File: src/include/can_buf_defines.vh
`ifndef CAN_BUF_DEFINES_VH
`define CAN_BUF_DEFINES_VH
// register word offsets (byte addresses = index * 4)
`define REG_OVF_LOW        4'h0
`define REG_OVF_HIGH       4'h1
`define REG_FULL_LOW       4'h2
`define REG_FULL_HIGH      4'h3
`define REG_CTRL_PAIR0     4'h4
`define REG_TX_STATUS      4'hC
// control byte fields
`define CTL_DIR_BIT        7
`define CTL_ABT_BIT        6
`define CTL_LARB_BIT       5
`define CTL_ERR_BIT        4
`define CTL_REQ_BIT        3
`define CTL_RTR_BIT        2
`define CTL_PRI_HI         1
`define CTL_PRI_LO         0
`define CTL_RESET          8'h00
// buffer identifier word fields
`define SID_MSB            12
`define SID_LSB            2
`define SID_SRR_BIT        1
`define SID_IDE_BIT        0
`define EID_WORD_MSB       11
`define LEN_EID_MSB        15
`define LEN_EID_LSB        10
`define LEN_RTR_BIT        9
`define LEN_RB_HIGH_BIT    8
`define LEN_RB_LOW_BIT     4
`define LEN_DLC_MSB        3
// buffer word indices in message ram
`define WORD_SID           2'h0
`define WORD_EID           2'h1
`define WORD_LEN           2'h2
`endif

File: src/design/can_message_buffer_control.v
`include "can_buf_defines.vh"
`default_nettype none
// What this block does
// - write to full buffer sets overflow flag
// - overflow flags cleared only by software zero
// - buffers 0-15 low reg, 16-31 high
// - control register: even low byte, odd high
// - direction bit one means transmit buffer
// - aborted flag set on abort, zero otherwise
// - lost-arbitration flag set on lost arbitration
// - bus-error flag set on transmit error
// - send request set by software, cleared on success
// - clearing pending send request means abort
// - setting send request clears status flags
// - remote frame sets send request if enabled
// - two-bit priority, 11 highest, 00 lowest
// - message words live in message ram
// - id word: sid 12-2, srr 1, ide 0
// - ide selects extended or standard identifier
// - extended id split across eid and length words
// - length bit 9 marks remote request of extended frames
// - dlc in bits 3-0, bits 7-5 zero
// - full flag set on store, cleared by software
module can_message_buffer_control #(
   parameter NBUF_TX = 8,                       // buffers with control bytes
   parameter NBUF_RX = 32,                      // buffers with full/overflow flags
   parameter RAM_AW  = 8                        // message ram word address width
) (
   input  wire        ref_clk_i,                // system clock
   input  wire        rst_b_i,                  // sync reset, active low
   // avalon-mm slave
   input  wire [5:0]  avs_address_i,            // word address
   input  wire        avs_read_i,               // read strobe
   input  wire        avs_write_i,              // write strobe
   input  wire [31:0] avs_writedata_i,          // write data
   input  wire [3:0]  avs_byteenable_i,         // byte lanes
   output reg  [31:0] avs_readdata_o,           // read data
   output wire        avs_waitrequest_o,        // stall
   // protocol engine events
   input  wire        rx_store_i,               // message stored pulse
   input  wire [4:0]  rx_store_buf_i,           // target buffer
   input  wire        rx_remote_i,              // matching remote frame pulse
   input  wire [2:0]  rx_remote_buf_i,          // buffer matched
   input  wire        tx_done_i,                // send success pulse
   input  wire        tx_lost_arb_i,            // arbitration lost pulse
   input  wire        tx_bus_err_i,             // bus error pulse
   input  wire        tx_aborted_i,             // engine confirmed abort pulse
   input  wire [2:0]  tx_event_buf_i,           // buffer for tx events
   output reg         tx_pending_o,             // a send is offered
   output reg  [2:0]  tx_pending_buf_o,         // offered buffer
   output reg  [7:0]  tx_abort_req_o,           // abort requests per buffer
   output reg         tx_extended_o,            // offered uses extended id
   output reg         tx_remote_o,              // offered is remote frame
   output reg  [28:0] tx_id_o,                  // offered identifier
   output reg  [3:0]  tx_dlc_o,                 // offered length code
   output reg         tx_hdr_valid_o,           // header fields valid
   // message ram read port
   output reg  [RAM_AW-1:0] ram_addr_o,         // word address
   input  wire [15:0] ram_rdata_i               // data one cycle later
);

   // header fetch walks the three words of
   // the offered buffer one after another;
   // the ram answers one cycle after the
   // address, so each word is taken in the
   // state that follows its address state,
   // and the length word needs a state of
   // its own after the last address
   // one-hot codes keep the decode shallow
   localparam ST_IDLE = 5'b00001;
   localparam ST_SID  = 5'b00010;
   localparam ST_EID  = 5'b00100;
   localparam ST_LEN  = 5'b01000;
   localparam ST_DLC  = 5'b10000;

   // flag banks hold 32 bits each: the low
   // half answers the first register of a
   // pair, the high half the second one
   // control bytes sit in an array, one
   // byte per transmit-capable buffer; the
   // next-value copies are built by one
   // combinational process so that software
   // and hardware updates merge in one place
   reg  [31:0] ovf_q;                           // overflow flags
   reg  [31:0] full_q;                          // full flags
   reg  [7:0]  ctl_q [0:NBUF_TX-1];             // control bytes
   reg  [7:0]  ctl_d [0:NBUF_TX-1];             // next control bytes
   reg  [7:0]  abort_d;                         // next abort requests
   reg         ack_q;                           // bus answer cycle
   reg  [4:0]  st_q;                            // fetch state
   reg  [2:0]  fetch_buf_q;                     // buffer being fetched
   reg  [15:0] sid_q;                           // captured id word
   reg  [11:0] eid_q;                           // captured eid word
   reg  [31:0] ovf_d;                           // next overflow
   reg  [31:0] full_d;                          // next full
   reg  [31:0] wmask;                           // write byte mask
   reg         best_v;                          // arbiter found one
   reg  [2:0]  best_b;                          // arbiter winner
   reg  [1:0]  best_p;                          // winner priority
   integer     i;                           // loop index, next values
   integer     j;                           // loop index, arbiter
   integer     k;                           // loop index, registers

   // bus handshake: every access costs one
   // stall cycle; the first cycle of a
   // request is the one that acts, the
   // second only answers; ack_q marks that
   // second cycle so a held write is not
   // applied twice and a held read does not
   // reload the data it is showing
   // hazard: a master that drops the strobe
   // in the stall cycle still gets its write
   // applied, since it lands on the first edge
   wire        wr_go = avs_write_i & ~ack_q;    // write accepted this cycle
   wire [5:0]  a     = avs_address_i;

   // one wait state per access
   assign avs_waitrequest_o = (avs_read_i | avs_write_i) & ~ack_q;

   // helpers used more than once:
   // lane_mask widens byte enables so that
   // a partial write keeps unenabled bits;
   // word_addr forms the ram word address
   // of a header word, four words a buffer
   // expand byte enables to bit mask
   function [31:0] lane_mask;
      input [3:0] be;
      begin
         lane_mask = {{8{be[3]}}, {8{be[2]}}, {8{be[1]}}, {8{be[0]}}};
      end
   endfunction

   // ram word address of a buffer field
   function [RAM_AW-1:0] word_addr;
      input [2:0] b;
      input [1:0] w;
      begin
         word_addr = {{(RAM_AW-5){1'b0}}, b, w};
      end
   endfunction

   // next values of flags and control bytes
   // order of the updates matters: software
   // writes are applied first and hardware
   // events after them, so an event that
   // falls in the same cycle as a clear
   // wins and the flag stays set
   // flag clears are write-zero: a one or a
   // disabled lane leaves the bit unchanged
   // the send request bit is software-owned
   // except for three hardware paths: done
   // and confirmed abort clear it, a remote
   // frame with auto reply enabled sets it
   // a write of zero over a pending request
   // drops the bit at once and latches an
   // abort request for the protocol engine
   always @* begin
      wmask  = lane_mask(avs_byteenable_i);
      ovf_d  = ovf_q;
      full_d = full_q;
      abort_d = tx_abort_req_o;
      for (i = 0; i < NBUF_TX; i = i + 1) begin
         ctl_d[i] = ctl_q[i];
      end
      // software side first, hardware sets override afterwards
      if (wr_go && a == {2'b00, `REG_OVF_LOW}) begin
         ovf_d[15:0] = ovf_q[15:0] & (avs_writedata_i[15:0] | ~wmask[15:0]);
      end
      if (wr_go && a == {2'b00, `REG_OVF_HIGH}) begin
         ovf_d[31:16] = ovf_q[31:16] & (avs_writedata_i[15:0] | ~wmask[15:0]);
      end
      if (wr_go && a == {2'b00, `REG_FULL_LOW}) begin
         full_d[15:0] = full_q[15:0] & (avs_writedata_i[15:0] | ~wmask[15:0]);
      end
      if (wr_go && a == {2'b00, `REG_FULL_HIGH}) begin
         full_d[31:16] = full_q[31:16] & (avs_writedata_i[15:0] | ~wmask[15:0]);
      end
      for (i = 0; i < NBUF_TX; i = i + 1) begin
         // pair register: low byte even, high byte odd
         if (wr_go && a == ({2'b00, `REG_CTRL_PAIR0} + (i / 2))
             && avs_byteenable_i[(i % 2)]) begin
            // writable fields only; status bits read-only
            ctl_d[i][`CTL_DIR_BIT] = avs_writedata_i[8*(i%2)+7];
            ctl_d[i][`CTL_RTR_BIT] = avs_writedata_i[8*(i%2)+2];
            ctl_d[i][1:0] = avs_writedata_i[8*(i%2)+:2];
            ctl_d[i][`CTL_REQ_BIT] = avs_writedata_i[8*(i%2)+3];
            if (avs_writedata_i[8*(i%2)+3] && !ctl_q[i][`CTL_REQ_BIT]) begin
               ctl_d[i][6:4] = 3'b000;
            end
            if (!avs_writedata_i[8*(i%2)+3] && ctl_q[i][`CTL_REQ_BIT]) begin
               abort_d[i] = 1'b1;
            end
         end
      end
      // hardware events
      if (rx_store_i) begin
         if (full_q[rx_store_buf_i]) begin
            ovf_d[rx_store_buf_i] = 1'b1;
         end
         full_d[rx_store_buf_i] = 1'b1;
      end
      if (rx_remote_i && ctl_q[rx_remote_buf_i][`CTL_RTR_BIT]) begin
         ctl_d[rx_remote_buf_i][`CTL_REQ_BIT] = 1'b1;
         ctl_d[rx_remote_buf_i][6:4] = 3'b000;
      end
      if (tx_done_i) begin
         ctl_d[tx_event_buf_i][`CTL_REQ_BIT] = 1'b0;
         ctl_d[tx_event_buf_i][`CTL_ABT_BIT] = 1'b0;
      end
      if (tx_lost_arb_i) begin
         ctl_d[tx_event_buf_i][`CTL_LARB_BIT] = 1'b1;
      end
      if (tx_bus_err_i) begin
         ctl_d[tx_event_buf_i][`CTL_ERR_BIT] = 1'b1;
      end
      if (tx_aborted_i) begin
         ctl_d[tx_event_buf_i][`CTL_ABT_BIT] = 1'b1;
         ctl_d[tx_event_buf_i][`CTL_REQ_BIT] = 1'b0;
         abort_d[tx_event_buf_i] = 1'b0;
      end
   end

   // arbiter: highest priority, lowest index wins
   // only transmit buffers with a request
   // and no pending abort take part; the
   // scan runs upward and replaces the
   // winner only on a strictly higher
   // priority, which leaves ties with the
   // lower buffer number
   // the result is registered before it is
   // offered, so the engine sees a stable
   // choice for at least one cycle
   always @* begin
      best_v = 1'b0;
      best_b = 3'h0;
      best_p = 2'h0;
      for (j = 0; j < NBUF_TX; j = j + 1) begin
         if (ctl_q[j][`CTL_DIR_BIT] && ctl_q[j][`CTL_REQ_BIT] && !tx_abort_req_o[j]
             && (!best_v || ctl_q[j][1:0] > best_p)) begin
            best_v = 1'b1;
            best_b = j[2:0];
            best_p = ctl_q[j][1:0];
         end
      end
   end

   // state registers
   // reset clears every flag, every control
   // byte and every abort request, so no
   // buffer is offered until software has
   // written a direction and a request, or
   // a direction and auto reply, after which
   // a remote frame sets the request
   // reset is synchronous: it only acts on
   // a clock edge while held low
   // all other edges copy the next values
   // built above; nothing is gated
   always @(posedge ref_clk_i) begin
      if (!rst_b_i) begin
         ovf_q <= 32'h00000000;
         full_q <= 32'h00000000;
         ack_q <= 1'b0;
         tx_abort_req_o <= 8'h00;
         tx_pending_o <= 1'b0;
         tx_pending_buf_o <= 3'h0;
         for (k = 0; k < NBUF_TX; k = k + 1) begin
            ctl_q[k] <= `CTL_RESET;
         end
      end else begin
         ovf_q <= ovf_d;
         full_q <= full_d;
         ack_q <= (avs_read_i | avs_write_i) & ~ack_q;
         tx_abort_req_o <= abort_d;
         tx_pending_o <= best_v;
         tx_pending_buf_o <= best_b;
         for (k = 0; k < NBUF_TX; k = k + 1) begin
            ctl_q[k] <= ctl_d[k];
         end
      end
   end

   // read data, registered on the accept cycle
   // the value is loaded on the first edge
   // of a read, at the end of the stall
   // cycle, and stands through the answer
   // cycle, until the next read loads it again
   // sixteen-bit registers read in the low
   // half; the upper half reads zero
   // unmapped words read zero, and writes
   // to them are dropped without an error
   always @(posedge ref_clk_i) begin
      if (!rst_b_i) begin
         avs_readdata_o <= 32'h00000000;
      end else if (avs_read_i && !ack_q) begin
         case (a)
            {2'b00, `REG_OVF_LOW}:   avs_readdata_o <= {16'h0000, ovf_q[15:0]};
            {2'b00, `REG_OVF_HIGH}:  avs_readdata_o <= {16'h0000, ovf_q[31:16]};
            {2'b00, `REG_FULL_LOW}:  avs_readdata_o <= {16'h0000, full_q[15:0]};
            {2'b00, `REG_FULL_HIGH}: avs_readdata_o <= {16'h0000, full_q[31:16]};
            6'h04: avs_readdata_o <= {16'h0000, ctl_q[1], ctl_q[0]};
            6'h05: avs_readdata_o <= {16'h0000, ctl_q[3], ctl_q[2]};
            6'h06: avs_readdata_o <= {16'h0000, ctl_q[5], ctl_q[4]};
            6'h07: avs_readdata_o <= {16'h0000, ctl_q[7], ctl_q[6]};
            {2'b00, `REG_TX_STATUS}:
               avs_readdata_o <= {20'h00000, tx_abort_req_o, tx_pending_o, tx_pending_buf_o};
            default: avs_readdata_o <= 32'h00000000;                    // unmapped
         endcase
      end
   end

   // fetch the offered buffer's header from message ram
   // a new fetch starts whenever the offer
   // moves to another buffer or the header
   // is not valid yet; header valid drops
   // at the start so the engine never sees
   // a mix of two buffers
   // timeline: address of the id word on
   // entry to ST_SID, id word in ST_EID,
   // extended word in ST_LEN and the length
   // word in ST_DLC, where the outputs load
   // limitation: an offer that changes in
   // mid-fetch is only picked up once the
   // current fetch has finished
   always @(posedge ref_clk_i) begin
      if (!rst_b_i) begin
         st_q <= ST_IDLE;
         fetch_buf_q <= 3'h0;
         ram_addr_o <= {RAM_AW{1'b0}};
         sid_q <= 16'h0000;
         eid_q <= 12'h000;
         tx_extended_o <= 1'b0;
         tx_remote_o <= 1'b0;
         tx_id_o <= 29'h00000000;
         tx_dlc_o <= 4'h0;
         tx_hdr_valid_o <= 1'b0;
      end else begin
         case (st_q)
            ST_IDLE: begin
               // refetch whenever offer changes
               if (best_v && (!tx_hdr_valid_o || best_b != fetch_buf_q)) begin
                  tx_hdr_valid_o <= 1'b0;
                  fetch_buf_q <= best_b;
                  ram_addr_o <= word_addr(best_b, `WORD_SID);
                  st_q <= ST_SID;
               end else if (!best_v) begin
                  tx_hdr_valid_o <= 1'b0;
               end
            end
            ST_SID: begin
               ram_addr_o <= word_addr(fetch_buf_q, `WORD_EID);
               st_q <= ST_EID;
            end
            ST_EID: begin
               sid_q <= ram_rdata_i & 16'h1FFF;
               ram_addr_o <= word_addr(fetch_buf_q, `WORD_LEN);
               st_q <= ST_LEN;
            end
            ST_LEN: begin
               eid_q <= ram_rdata_i[`EID_WORD_MSB:0];
               st_q <= ST_DLC;
            end
            ST_DLC: begin
               // length word stands now
               tx_extended_o <= sid_q[`SID_IDE_BIT];
               tx_remote_o <= sid_q[`SID_IDE_BIT] ? ram_rdata_i[`LEN_RTR_BIT]
                                                  : sid_q[`SID_SRR_BIT];
               tx_id_o <= {sid_q[`SID_MSB:`SID_LSB], eid_q,
                           ram_rdata_i[`LEN_EID_MSB:`LEN_EID_LSB]};
               tx_dlc_o <= ram_rdata_i[`LEN_DLC_MSB:0];
               tx_hdr_valid_o <= 1'b1;
               st_q <= ST_IDLE;
            end
            default: st_q <= ST_IDLE;
         endcase
      end
   end

endmodule
`default_nettype wire

File: config.mk
export PLATFORM = sky130hd
export DESIGN_NAME = can_message_buffer_control
export DESIGN_NICKNAME = d
export VERILOG_FILES = /design/src/design/can_message_buffer_control.v
export VERILOG_INCLUDE_DIRS = /design/src /design/src/include
export SDC_FILE = /design/constraint.sdc
export NUM_CORES = 1
export LEC_CHECK = 0
export BUFFER_PORTS_ARGS = -buffer_cell sky130_fd_sc_hd__clkbuf_2
export CORE_ASPECT_RATIO = 1.4
export CORE_MARGIN = 5
export CORE_UTILIZATION = 55
export DETAILED_ROUTE_END_ITERATION = 7
export PLACE_DENSITY = 0.84
export SYNTH_ARGS = -nofsm -noshare
export SYNTH_HDL_FRONTEND = slang
export SYNTH_SLANG_ARGS = --single-unit
File: constraint.sdc
create_clock -name ref_clk_i -period 17.6 [get_ports ref_clk_i]
set_clock_uncertainty 0.15 [all_clocks]
set_input_delay 0 -clock ref_clk_i [delete_from_list [all_inputs] [get_ports ref_clk_i]]
set_output_delay 0 -clock ref_clk_i [all_outputs]
set_load 0.005 [all_outputs]
* After elaboration in Yosys (flattened, before gate mapping)
Memory sizes are Yosys's and may differ from the RTL's.
Cells that the tools add are included.
** Storage, ports and cells
- Register bits :: 186
- Bits in writable memories :: 64
- Bits of input ports :: 79
- Output and inout bits :: 89
- Word-level logic and storage cells :: 290
- Memories kept :: 1
** Operators by class
- Magnitude comparators :: 15
- Equal/unequal tests :: 16
- Muxes and demuxes :: 105
- Bitwise operators :: 33
- Reductions and logical operators :: 103
** Memories
- ctl_q :: words 8, width 8, rd ports 9, clocked after Yosys merged registers in 0, wr ports 8, line can_message_buffer_control.v:86 : reg [7:0] ctl_q [0:NBUF_TX-1];
** Operator list (count)
- $mux 64 :: 5
- $or 64x64->64 :: 4
- $and 64x64->64 :: 3
- $demux 8 s3 :: 6
- $mux 8 :: 18
- $pmux 16 s9 :: 1
- $not 64->64 :: 2
- $mux 32 :: 3
- $and 16x16->16 :: 4
- $bwmux 64 :: 1
- $mux 16 :: 4
- $or 32x32->32 :: 2
- $logic_and 1x1->1 :: 62
- $mux 3 :: 14
- $mux 1 :: 33
- $logic_not 1->1 :: 27
- $eq 6x3->1 const B :: 4
- $pmux 8 s3 :: 1
- $pmux 5 s4 :: 1
- $not 16->16 :: 1
- $or 16x16->16 :: 1
- $gt 2x2->1 :: 7
- $mux 2 :: 7
- $mux 7 :: 2
- other kinds (35) :: 59

* Depth between registers and ports, before layout
Gate-level depths: netlist of the first run.
An unclocked memory read counts as a cell.
- Depth after elaboration :: 37
- Gate-level depth with buffers :: 49
- Depth with buffers taken out :: 48

* Least setup slack after synthesis of the first run
Ideal clock, no wire load.
- Path kind :: register to register
- Start point :: register tx_abort_req_o[0]
- End point :: register ram_addr_o[2]
- Setup time :: 0.082 ns
- Data arrival time :: 9.173 ns
- Required time :: 17.368 ns
- Setup slack :: 8.195 ns
- Stages on the path, launching flop included :: 47
- Buffers on the path :: 0
- Period minus slack after synthesis :: 9.405 ns
- Path through :: dfxtp_1 > and3b_4 > nand2_2 > ha_1 > nor2b_1 > o21ai_4 > a211oi_2 > nor2_1 > ha_1 > nor2b_1 > o21ai_0 > a21o_1 > mux2_4 > ha_1 > nand2_1 > o21ai_0 > a21oi_2 > nand2_1 > (+11 left out) > nor2_1 > o211ai_1 > nand2_1 > mux2_2 > ha_1 > nand2_1 > o211ai_1 > o21ai_2 > mux2_2 > ha_1 > nor2b_1 > o211ai_1 > o21ai_0 > o21ai_0 > a21oi_1 > o32a_1 > or4_1 > o221ai_1
** On the way
- Longest elaborated chain between the ends :: 36
- Elaborated cells on any way between the ends :: 59
- Classes of those cells :: order compare: 7; eq/ne: 2; mux: 24; reduce/logical: 26
** RTL lines
- start, declared :: line can_message_buffer_control.v:51 : output reg [7:0] tx_abort_req_o,
- start signal, assigned :: line can_message_buffer_control.v:273 : tx_abort_req_o <= abort_d;
- $logic_not 1->1 * :: line can_message_buffer_control.v:238 : if (ctl_q[j][`CTL_DIR_BIT] && ctl_q[j][`CTL_REQ_BIT] && !tx_abort_req_o[j]
- $logic_and 1x1->1 * :: line can_message_buffer_control.v:238
- $mux 2 or $mux 1 (tied branches) :: line can_message_buffer_control.v:238
- $gt 2x2->1 or $logic_not 1->1 (tied branches) :: line can_message_buffer_control.v:239 : && (!best_v || ctl_q[j][1:0] > best_p)) begin
- $logic_or 1x1->1 :: line can_message_buffer_control.v:239
- $logic_and 1x1->1 :: line can_message_buffer_control.v:238
- $mux 2 or $mux 1 (tied branches) :: line can_message_buffer_control.v:238
- $gt 2x2->1 or $logic_not 1->1 (tied branches) :: line can_message_buffer_control.v:239
- (+20 left out)
- $logic_or 1x1->1 :: line can_message_buffer_control.v:239
- $logic_and 1x1->1 :: line can_message_buffer_control.v:238
- $mux 3 :: line can_message_buffer_control.v:238
- $ne 3x3->1 :: line can_message_buffer_control.v:340 : if (best_v && (!tx_hdr_valid_o || best_b != fetch_buf_q)) begin
- $logic_or 1x1->1 :: line can_message_buffer_control.v:340
- $logic_and 1x1->1 :: line can_message_buffer_control.v:340
- $ne 2x2->1 (no line)
- $reduce_and 2->1 (no line)
- end signal, assigned :: line can_message_buffer_control.v:343 : ram_addr_o <= word_addr(best_b, `WORD_SID);
- end signal, assigned :: line can_message_buffer_control.v:350 : ram_addr_o <= word_addr(fetch_buf_q, `WORD_EID);
- end signal, assigned :: line can_message_buffer_control.v:355 : ram_addr_o <= word_addr(fetch_buf_q, `WORD_LEN);
- end, declared :: line can_message_buffer_control.v:58 : output reg [RAM_AW-1:0] ram_addr_o,
Mark *: on every way between the ends. The rest lies on a longest branch, timed or not. The select of a mux whose other input is x is not followed.
A chain may end at the register's enable or synchronous reset.

* Worst setup path in the final report of the first run
- Start point :: register tx_abort_req_o[0]
- End point :: register ram_addr_o[3]
The elaborated chain is that of the path after synthesis.

==> results of run 1 <==
-- synthesized netlist by cell type, types with 3 or more instances --
library cell    n  share of area (%)
inv_1          20               0.66
and3_1         14               0.77
a41oi_1         3               0.23
a21boi_0      131                8.7
mux4_2         12                2.4
nor3b_1        10               0.66
mux2i_1        14                1.2
a22oi_1        46                3.0
a21oi_1        30                1.3
a221oi_1       15                1.2
a222oi_1        6               0.53
mux2_4          3               0.40
nand2b_1       28                1.5
buf_1           3              0.099
nor3_1          9               0.40
clkbuf_1       84                2.8
o31a_1          7               0.54
a22o_1          3               0.23
nand3_1        19               0.84
o21ai_0        83                3.7
or4_1           3               0.20
buf_4          20                1.3
nand3b_1        9               0.59
and3b_1         8               0.62
o221a_2        35                3.5
a21o_1          3               0.20
nor2_1         44                1.5
mux2_2         14                1.4
ha_1           13                1.4
dfxtp_1       231                 41
o22ai_1        11               0.61
o211ai_1        8               0.53
a31oi_1        18               0.99
or2_2           3               0.17
nand2_1       266                8.8
nor2b_1        47                2.6
and2_1          9               0.50
-- cell type report --
type	instances	area, um^2
fill	1641	6975
multi-input combinational	980	6255
sequential	231	4624
timing repair buffer	210	1414
clock buffer	30	651.9
tap	256	320.3
clock inverter	6	86.33
inverter	20	75.07
-- routing by layer --
metal / GRT usage [%] / up-vias / wire length, um
met2: 50.14 / 626 / 17340
met3: 4.330 / 147 / 3019
met4: 14.53 / 0 / 2012
met1: 32.16 / 5106 / 12750
li1: - / 4993 / -
met5: 0 / - / 0
-- how the worst min path moves through the flow --
stage | startpoint | endpoint | slack (ns)
5_1_grt | avs_writedata_i[7] | register | 0.03
3_5_place_dp | ram_rdata_i[14] | tx_id_o[4]$_SDFFE_PN0P_ | 0.1
4_1_cts | avs_writedata_i[7] | register | 0.01
3_3_place_gp | ram_rdata_i[15] | tx_id_o[5]$_SDFFE_PN0P_ | 0.09
2_1_floorplan | ram_rdata_i[10] | eid_q[10]$_SDFFE_PN0P_ | -0.005
6_report | avs_writedata_i[2] | register | 0.02
-- power breakdown --
part           internal (mW)  total (mW)  switching, mW
combinational         0.0291      0.0734         0.0443
clock                  0.287       0.489          0.202
sequential             0.527       0.529        0.00262
-- logic make-up after synthesis --
logic type | count (synthesis) | synth area share, %
muxes | 43 | 5.396
adders and majority gates | 13 | 1.432
and+or+nand+nor | 481 | 20.07
buffers and inverters | 129 | 4.944
AOI/OAI and AO/OA | 424 | 27.42
other | 1 | 0.03300
DFF | 231 | 40.70
-- placed cells by master (no fill, tap or decap), drive strengths merged, types with 11 or more instances in the layout --
cell type and count:
nor2b 47, a22oi 46, a221oi 15, mux2i 14
nand2 267, a21oi 32, mux2 17, o221a 35
and3 14, nor2 45, mux4 12, buf 17
o21ai 86, nand2b 28, o22ai 11, dfxtp 231
inv 21, a31oi 18, ha 13, clkbuf 159
dlygate4sd3 64, nand3 19, a21boi 133, conb 19
-- through the flow --
stage	utilization [%]	instances	cell area (um^2)
2_1_floorplan	-	1340	11430
3_3_place_gp	59.05	1633	12050
3_5_place_dp	59.05	1633	12050
4_1_cts	65.81	1733	13430
5_1_grt	65.81	1733	13430
6_report	65.81	1733	13430
-- worst min-delay path: stages --
cell and delay [ns]:
clkbuf_2 0.08, nand2b_1 0.32, o221a_2 0.24
-- timing repair --
item                                   in CTS  in global routing
endpoints found under the hold margin     183                  0
hold buffers                               64                  0
gates resized for setup                     0                  0
==> impl_metrics.py, run 1 <==
metrics = {
    "run_status": {
        "outcome": "completed",
    },
    "sta": {
        "timing.fmax_mhz": 93.41,
        "worst_pin_slew_ns": 1.215,
        "min_period_over_period_pct": 60.83,
        "rsz0062_at_grt": "no",
        "final.setup.worst_slack_ns": 6.895,
        "finalSetupViolations": 0,
        "timing.setup.tns_ns": 0,
        "maxSlewHeadroom_pct": 18.84,
        "slew_violations": 0,
        "period_needed_ns": 10.71,
        "hold_viol_final": 0,
        "holdWs_ns": 0.02041,
    },
    "route": {
        "ant_nets": 0,
        "viasPerCell": 6.274,
        "drt_iter0_drc": 1065,
        "first_pass_iters": 5,
        "wl_per_cell_um": 20.26,
        "totalWireLength_um": 35110,
        "num_vias": 10870,
        "drc_errors": 0,
    },
    "critical_path": {
        "cp.required_ns": 17.88,
        "endpoint": "ram_addr_o[3]$_SDFFE_PN0P_",
        "r2r_start": "tx_abort_req_o[0]$_SDFF_PN0_",
        "crit_type": "reg2reg",
        "crit_cells": 46,
        "crit_buf_inv": 1,
        "path_common_cell": "ha_1",
        "r2r_slack_ns": 6.89,
        "startpoint": "tx_abort_req_o[0]$_SDFF_PN0_",
        "crit_family": "compound AO/OA/AOI/OAI gates",
        "critPathMaxFanout": 12,
        "reg2reg_to": "ram_addr_o[3]$_SDFFE_PN0P_",
        "timing.critical_path.slowest_cell_delay_ns": 0.59,
        "cp_slowest_cell": "or4_1",
        "cp-start-kind": "register",
        "arrival_ns": 10.98,
        "endpoint_kind": "register",
        "ff2ff_path_depth": 46,
    },
    "job": {
        "cap_violations": 0,
    },
    "synthesis": {
        "synth_edf_count": 0,
        "synth_ff_type": "dfxtp_1",
        "synth_area_um2": 11360,
        "synth_cell_types": 70,
        "netlist_instances": 1322,
        "ys_ff_latch": 231,
        "yosysSeqAreaShare_pct": 40.70,
        "synthArstFlopShare_pct": 0,
        "synth.avg_cell_area_um2": 8.595,
        "synth_warnings": 0,
    },
    "place": {
        "dp_hpwl_um": 24370,
        "post-place-ws_ns": 6.970,
        "port_buffers": 130,
        "gp_congestion": 0.9265,
    },
    "clock_tree": {
        "cts_root_buf": "clkbuf_16",
        "clkSinkCount": 231,
        "cts_buffer_depth": 3,
        "insertion_delay_ns": 0.52,
        "cts_buffers": 23,
        "htreeDepth": 1,
        "post_cts_buffers": 0,
        "cts_tree": "yes",
        "cts.reportedPaths.clkPinSlew_ns": 0.06,
    },
    "floorplanning": {
        "die_y_um": 180.1,
        "coreArea_um2": 20400,
        "die_area_um2": 23670,
        "die_w_um": 131.5,
        "initial_utilization_pct": 55.69,
        "pin_count": 168,
        "rows": 62,
    },
    "grt": {
        "grt_pass1_wl_um": 56060,
        "track_usage_pct": 28.08,
        "grt_pass1_vias": 10920,
        "grt_max_degree": 118,
        "antenna_found_initial": 0,
        "grt-ovfl-total": 0,
    },
    "power_and_ir_drop": {
        "power_density_nw_per_um2": 81.32,
        "vdd_drop_max_uv": 82.80,
        "power_mw": 1.092,
        "power.leakage_nw": 4.934,
    },
    "final_layout": {
        "layout.nets": 1558,
        "area_growth_pct": 18.17,
        "drive_gt1_share_pct": 17.94,
        "diodes": 0,
    },
    "min_path": {
        "min_path_cells": 3,
        "hp-class": "in2reg",
    },
}
(Power assumes the default switching activity.)
==> run 2: changes to the inputs <==
--- a/config.mk
+++ b/config.mk
@@ -6,12 +6,13 @@
 export SDC_FILE = /design/constraint.sdc
 export NUM_CORES = 1
 export LEC_CHECK = 0
+export ABC_AREA = 1
 export BUFFER_PORTS_ARGS = -buffer_cell sky130_fd_sc_hd__clkbuf_2
 export CORE_ASPECT_RATIO = 1.4
 export CORE_MARGIN = 5
 export CORE_UTILIZATION = 55
 export DETAILED_ROUTE_END_ITERATION = 7
-export PLACE_DENSITY = 0.84
+export PLACE_DENSITY = 0.85
 export SYNTH_ARGS = -nofsm -noshare
 export SYNTH_HDL_FRONTEND = slang
 export SYNTH_SLANG_ARGS = --single-unit
==> constraint.sdc (replaced) <==
create_clock -name ref_clk_i -period 11.2 [get_ports ref_clk_i]
set_clock_uncertainty 0.15 [all_clocks]
set_input_delay 0 -clock ref_clk_i [delete_from_list [all_inputs] [get_ports ref_clk_i]]
set_output_delay 0 -clock ref_clk_i [all_outputs]
set_load 0.005 [all_outputs]
==> run 2 against run 1 <==
Net effect: synthesized cell count grew 12%; non-clock buffer count is 10 higher; area after synthesis is 5.5% lower; final cell count up 11%; sequential share of layout area rose by 0.97 points; first-iteration DRC count increased by 44%; flip-flop and latch count unchanged; critical path depth increased by 21; count of clock-buffer cells in the layout decreased by 1; register-to-register slack got worse by 4.3 ns; critical endpoint is now ram_addr_o[2]$_SDFFE_PN0P_.
==> impl_metrics.py, run 2 <==
metrics = {
    "synthesis": {
        "ys_ff_latch": 231,
        "synth.avg_cell_area_um2": 7.250,
        "synth_ff_type": "dfxtp_1",
        "synth_warnings": 0,
        "synth_cell_types": 45,
        "synth_compound_area_share_pct": 24.35,
        "ys_top_cells_by_area": "dfxtp_1 (43%), nand2_1 (7.8%), a21oi_1 (7.8%), o21ai_0 (6.5%), inv_1 (6.1%)",
        "synth_top_cell_area_share_pct": 43.07,
        "synth_top_family_by_area": "compound AO/OA/AOI/OAI gates",
        "synthMostInstantiatedCell": "dfxtp_1",
        "synthMuxAreaShare_pct": 0,
        "yosysSeqAreaShare_pct": 43.07,
        "yosysTopAreaCell": "dfxtp_1",
        "synth_area_um2": 10740,
        "synth_xor_area_share_pct": 0,
        "synth_adder_area_share_pct": 1.515,
        "synth_edf_count": 0,
        "synthTopCellsByCount": "dfxtp_1 (231), nand2_1 (223), inv_1 (175)",
        "netlist_instances": 1481,
        "synth-simple-area-share_pct": 20.76,
        "synthArstFlopShare_pct": 0,
    },
    "power_and_ir_drop": {
        "pwr-share-clk_pct": 47.1,
        "switching_share_pct": 23.10,
        "power_density_nw_per_um2": 137.5,
        "power.leakage_nw": 5.107,
        "vdd_drop_max_uv": 131.7,
        "p_comb_share_pct": 6.6,
        "seqPwrFrac_pct": 46.3,
        "p_sw_uw": 414.6,
        "internal_power_mw": 1.381,
        "power_mw": 1.795,
    },
    "critical_path": {
        "path_common_cell": "nand2_1",
        "r2r_slack_ns": 2.58,
        "cp_slowest_cell": "dfxtp_1",
        "timing.critical_path.slowest_cell_delay_ns": 0.42,
        "r2r_start": "ctl_q[0][3]$_SDFF_PN0_",
        "arrival_ns": 8.88,
        "critPathMaxFanout": 15,
        "crit_type": "reg2reg",
        "reg2reg_to": "ram_addr_o[2]$_SDFFE_PN0P_",
        "ff2ff_path_depth": 67,
        "endpoint_kind": "register",
        "cp.required_ns": 11.46,
        "cp-start-kind": "register",
    },
    "grt": {
        "grt_pass1_vias": 11120,
        "grt_max_degree": 91,
        "antenna_found_initial": 1,
        "grt-ovfl-total": 0,
        "grt_pass1_wl_um": 56880,
        "track_usage_pct": 31.38,
    },
    "final_layout": {
        "post-route-util_pct": 67.96,
        "mostFrequentLayoutCell": "dfxtp_1",
        "layout.nets": 1748,
        "fill_cells": 1588,
        "fin_area_um2": 13060,
        "final_cells": 1921,
        "final_cell_mix": "dfxtp_1 (231), nand2_1 (223), inv_1 (174)",
        "drive_gt1_share_pct": 13.40,
        "area_growth_pct": 21.63,
    },
    "route": {
        "drc_errors": 0,
        "viasPerCell": 6.012,
        "totalWireLength_um": 36510,
        "num_vias": 11550,
        "first_pass_iters": 8,
        "drt_iter0_drc": 1538,
        "ant_nets": 0,
        "wl_per_cell_um": 19.00,
    },
    "min_path": {
        "min_path_cells": 4,
        "hp-class": "in2reg",
        "hold_path.startpoint": "avs_read_i",
        "hold_end": "avs_readdata_o[6]$_SDFFE_PN0P_",
    },
    "sta": {
        "timing.fmax_mhz": 116.0,
        "min_period_over_period_pct": 76.97,
        "period_needed_ns": 8.620,
        "worst_pin_slew_ns": 1.239,
        "holdWs_ns": 0.03405,
        "hold_viol_final": 0,
        "rsz0062_at_grt": "no",
        "maxSlewHeadroom_pct": 16.78,
        "final.setup.worst_slack_ns": 2.580,
        "timing.setup.tns_ns": 0,
        "slew_violations": 0,
        "finalSetupViolations": 0,
    },
    "place": {
        "post-place-ws_ns": 2.720,
        "dp_cells": 1800,
        "placed_area_um2": 11440,
        "port_buffers": 130,
        "dp_hpwl_um": 24850,
        "gp_congestion": 0.9917,
    },
    "floorplanning": {
        "die_w_um": 128.1,
        "coreArea_um2": 19220,
        "die_y_um": 175.3,
        "rows": 60,
        "pin_count": 168,
        "die_area_um2": 22460,
        "initial_utilization_pct": 55.87,
    },
    "clock_tree": {
        "insertion_delay_ns": 0.52,
        "cts.reportedPaths.clkPinSlew_ns": 0.06,
        "htreeDepth": 1,
        "cts_tree": "yes",
        "post_cts_buffers": 0,
        "clkSinkCount": 231,
        "cts_buffers": 23,
        "cts_buffer_depth": 3,
        "hold_buffers": 79,
        "cts_root_buf": "clkbuf_16",
        "cts.repair.resized": 0,
    },
    "job": {
        "cap_violations": 0,
    },
    "run_status": {
        "outcome": "completed",
    },
}
[run 2: cell count changes in the layout (fill, tap and decap cells not counted), sizes merged, moves of 31 or more]
cell    previous run  this run
nand3             19        74
a221oi            15        46
a21oi             32       169
o221a             35         2
a21boi           133         0
a22oi             46         9
nor2b             47         0
inv               21       181
o21ai             86       150
nor2              45       152
nand2            267       234
[run 2: cell type report]
class / count / area (um^2) / area share [%]
Multi-Input combinational cell: 996 / 5084 / 38.93
Sequential cell: 231 / 4624 / 35.41
Timing Repair Buffer: 220 / 1524 / 11.67
Inverter: 184 / 693.2 / 5.308
Clock buffer: 29 / 628.1 / 4.809
Tap cell: 248 / 310.3 / 2.376
Clock inverter: 12 / 193.9 / 1.485
Antenna cell: 1 / 2.502 / 0.01916
[run 2: how the worst max path moves through the flow]
stage / from / to / slack (ns) / cells after the start
6_report: ctl_q[0][3]$_SDFF_PN0_ / ram_addr_o[2]$_SDFFE_PN0P_ / 2.58 / 67
5_1_grt: ctl_q[0][3]$_SDFF_PN0_ / ram_addr_o[2]$_SDFFE_PN0P_ / 1.75 / 67
4_1_cts: ctl_q[0][3]$_SDFF_PN0_ / ram_addr_o[2]$_SDFFE_PN0P_ / 2.66 / 67
3_5_place_dp: ctl_q[0][3]$_SDFF_PN0_ / ram_addr_o[2]$_SDFFE_PN0P_ / 2.72 / 67
3_3_place_gp: ctl_q[0][3]$_SDFF_PN0_ / ram_addr_o[3]$_SDFFE_PN0P_ / 3.09 / 67
2_1_floorplan: ctl_q[0][3]$_SDFF_PN0_ / fetch_buf_q[1]$_SDFFE_PN0P_ / 3.76 / 68
[run 2: cell families after synthesis]
family / count (synthesis)
buffers and inverters: 272
AOI/OAI and AO/OA: 451
and+or+nand+nor: 513
other: 1
DFF: 231
adders and majority gates: 13
[run 2: power groups by stage]
| stage | Sequential, mW | Clock (mW) | Combinational (mW) |
|---|---|---|---|
| global placement | 0.849 | 0 | 0.0936 |
| detailed placement | 0.850 | 0 | 0.0946 |
| CTS | 0.831 | 0.850 | 0.113 |
| global route | 0.831 | 0.886 | 0.127 |
| finish | 0.831 | 0.845 | 0.118 |
| floorplan | 0.848 | 0 | 0.0649 |
[run 2: layer usage]
layer	track usage (%)	vias to the layer above	routed length (um)	share of wire [%]
met3	6.663	177	3463	9.5
met2	52.95	747	17400	48
li1	-	5350	-	-
met1	34.80	5275	12650	35
met5	0	-	0	0
met4	21.95	0	2997	8.2
[run 2: worst max-delay path, delay by kind of cell, from the launching register on]
kind	cells	cell delay (ns)
AND/OR/NAND/NOR	41	3.69
adder cells (fa/ha/maj)	7	1.94
AO/OA/AOI/OAI	10	1.68
buffers and inverters	9	0.60
flip-flops	1	0.42
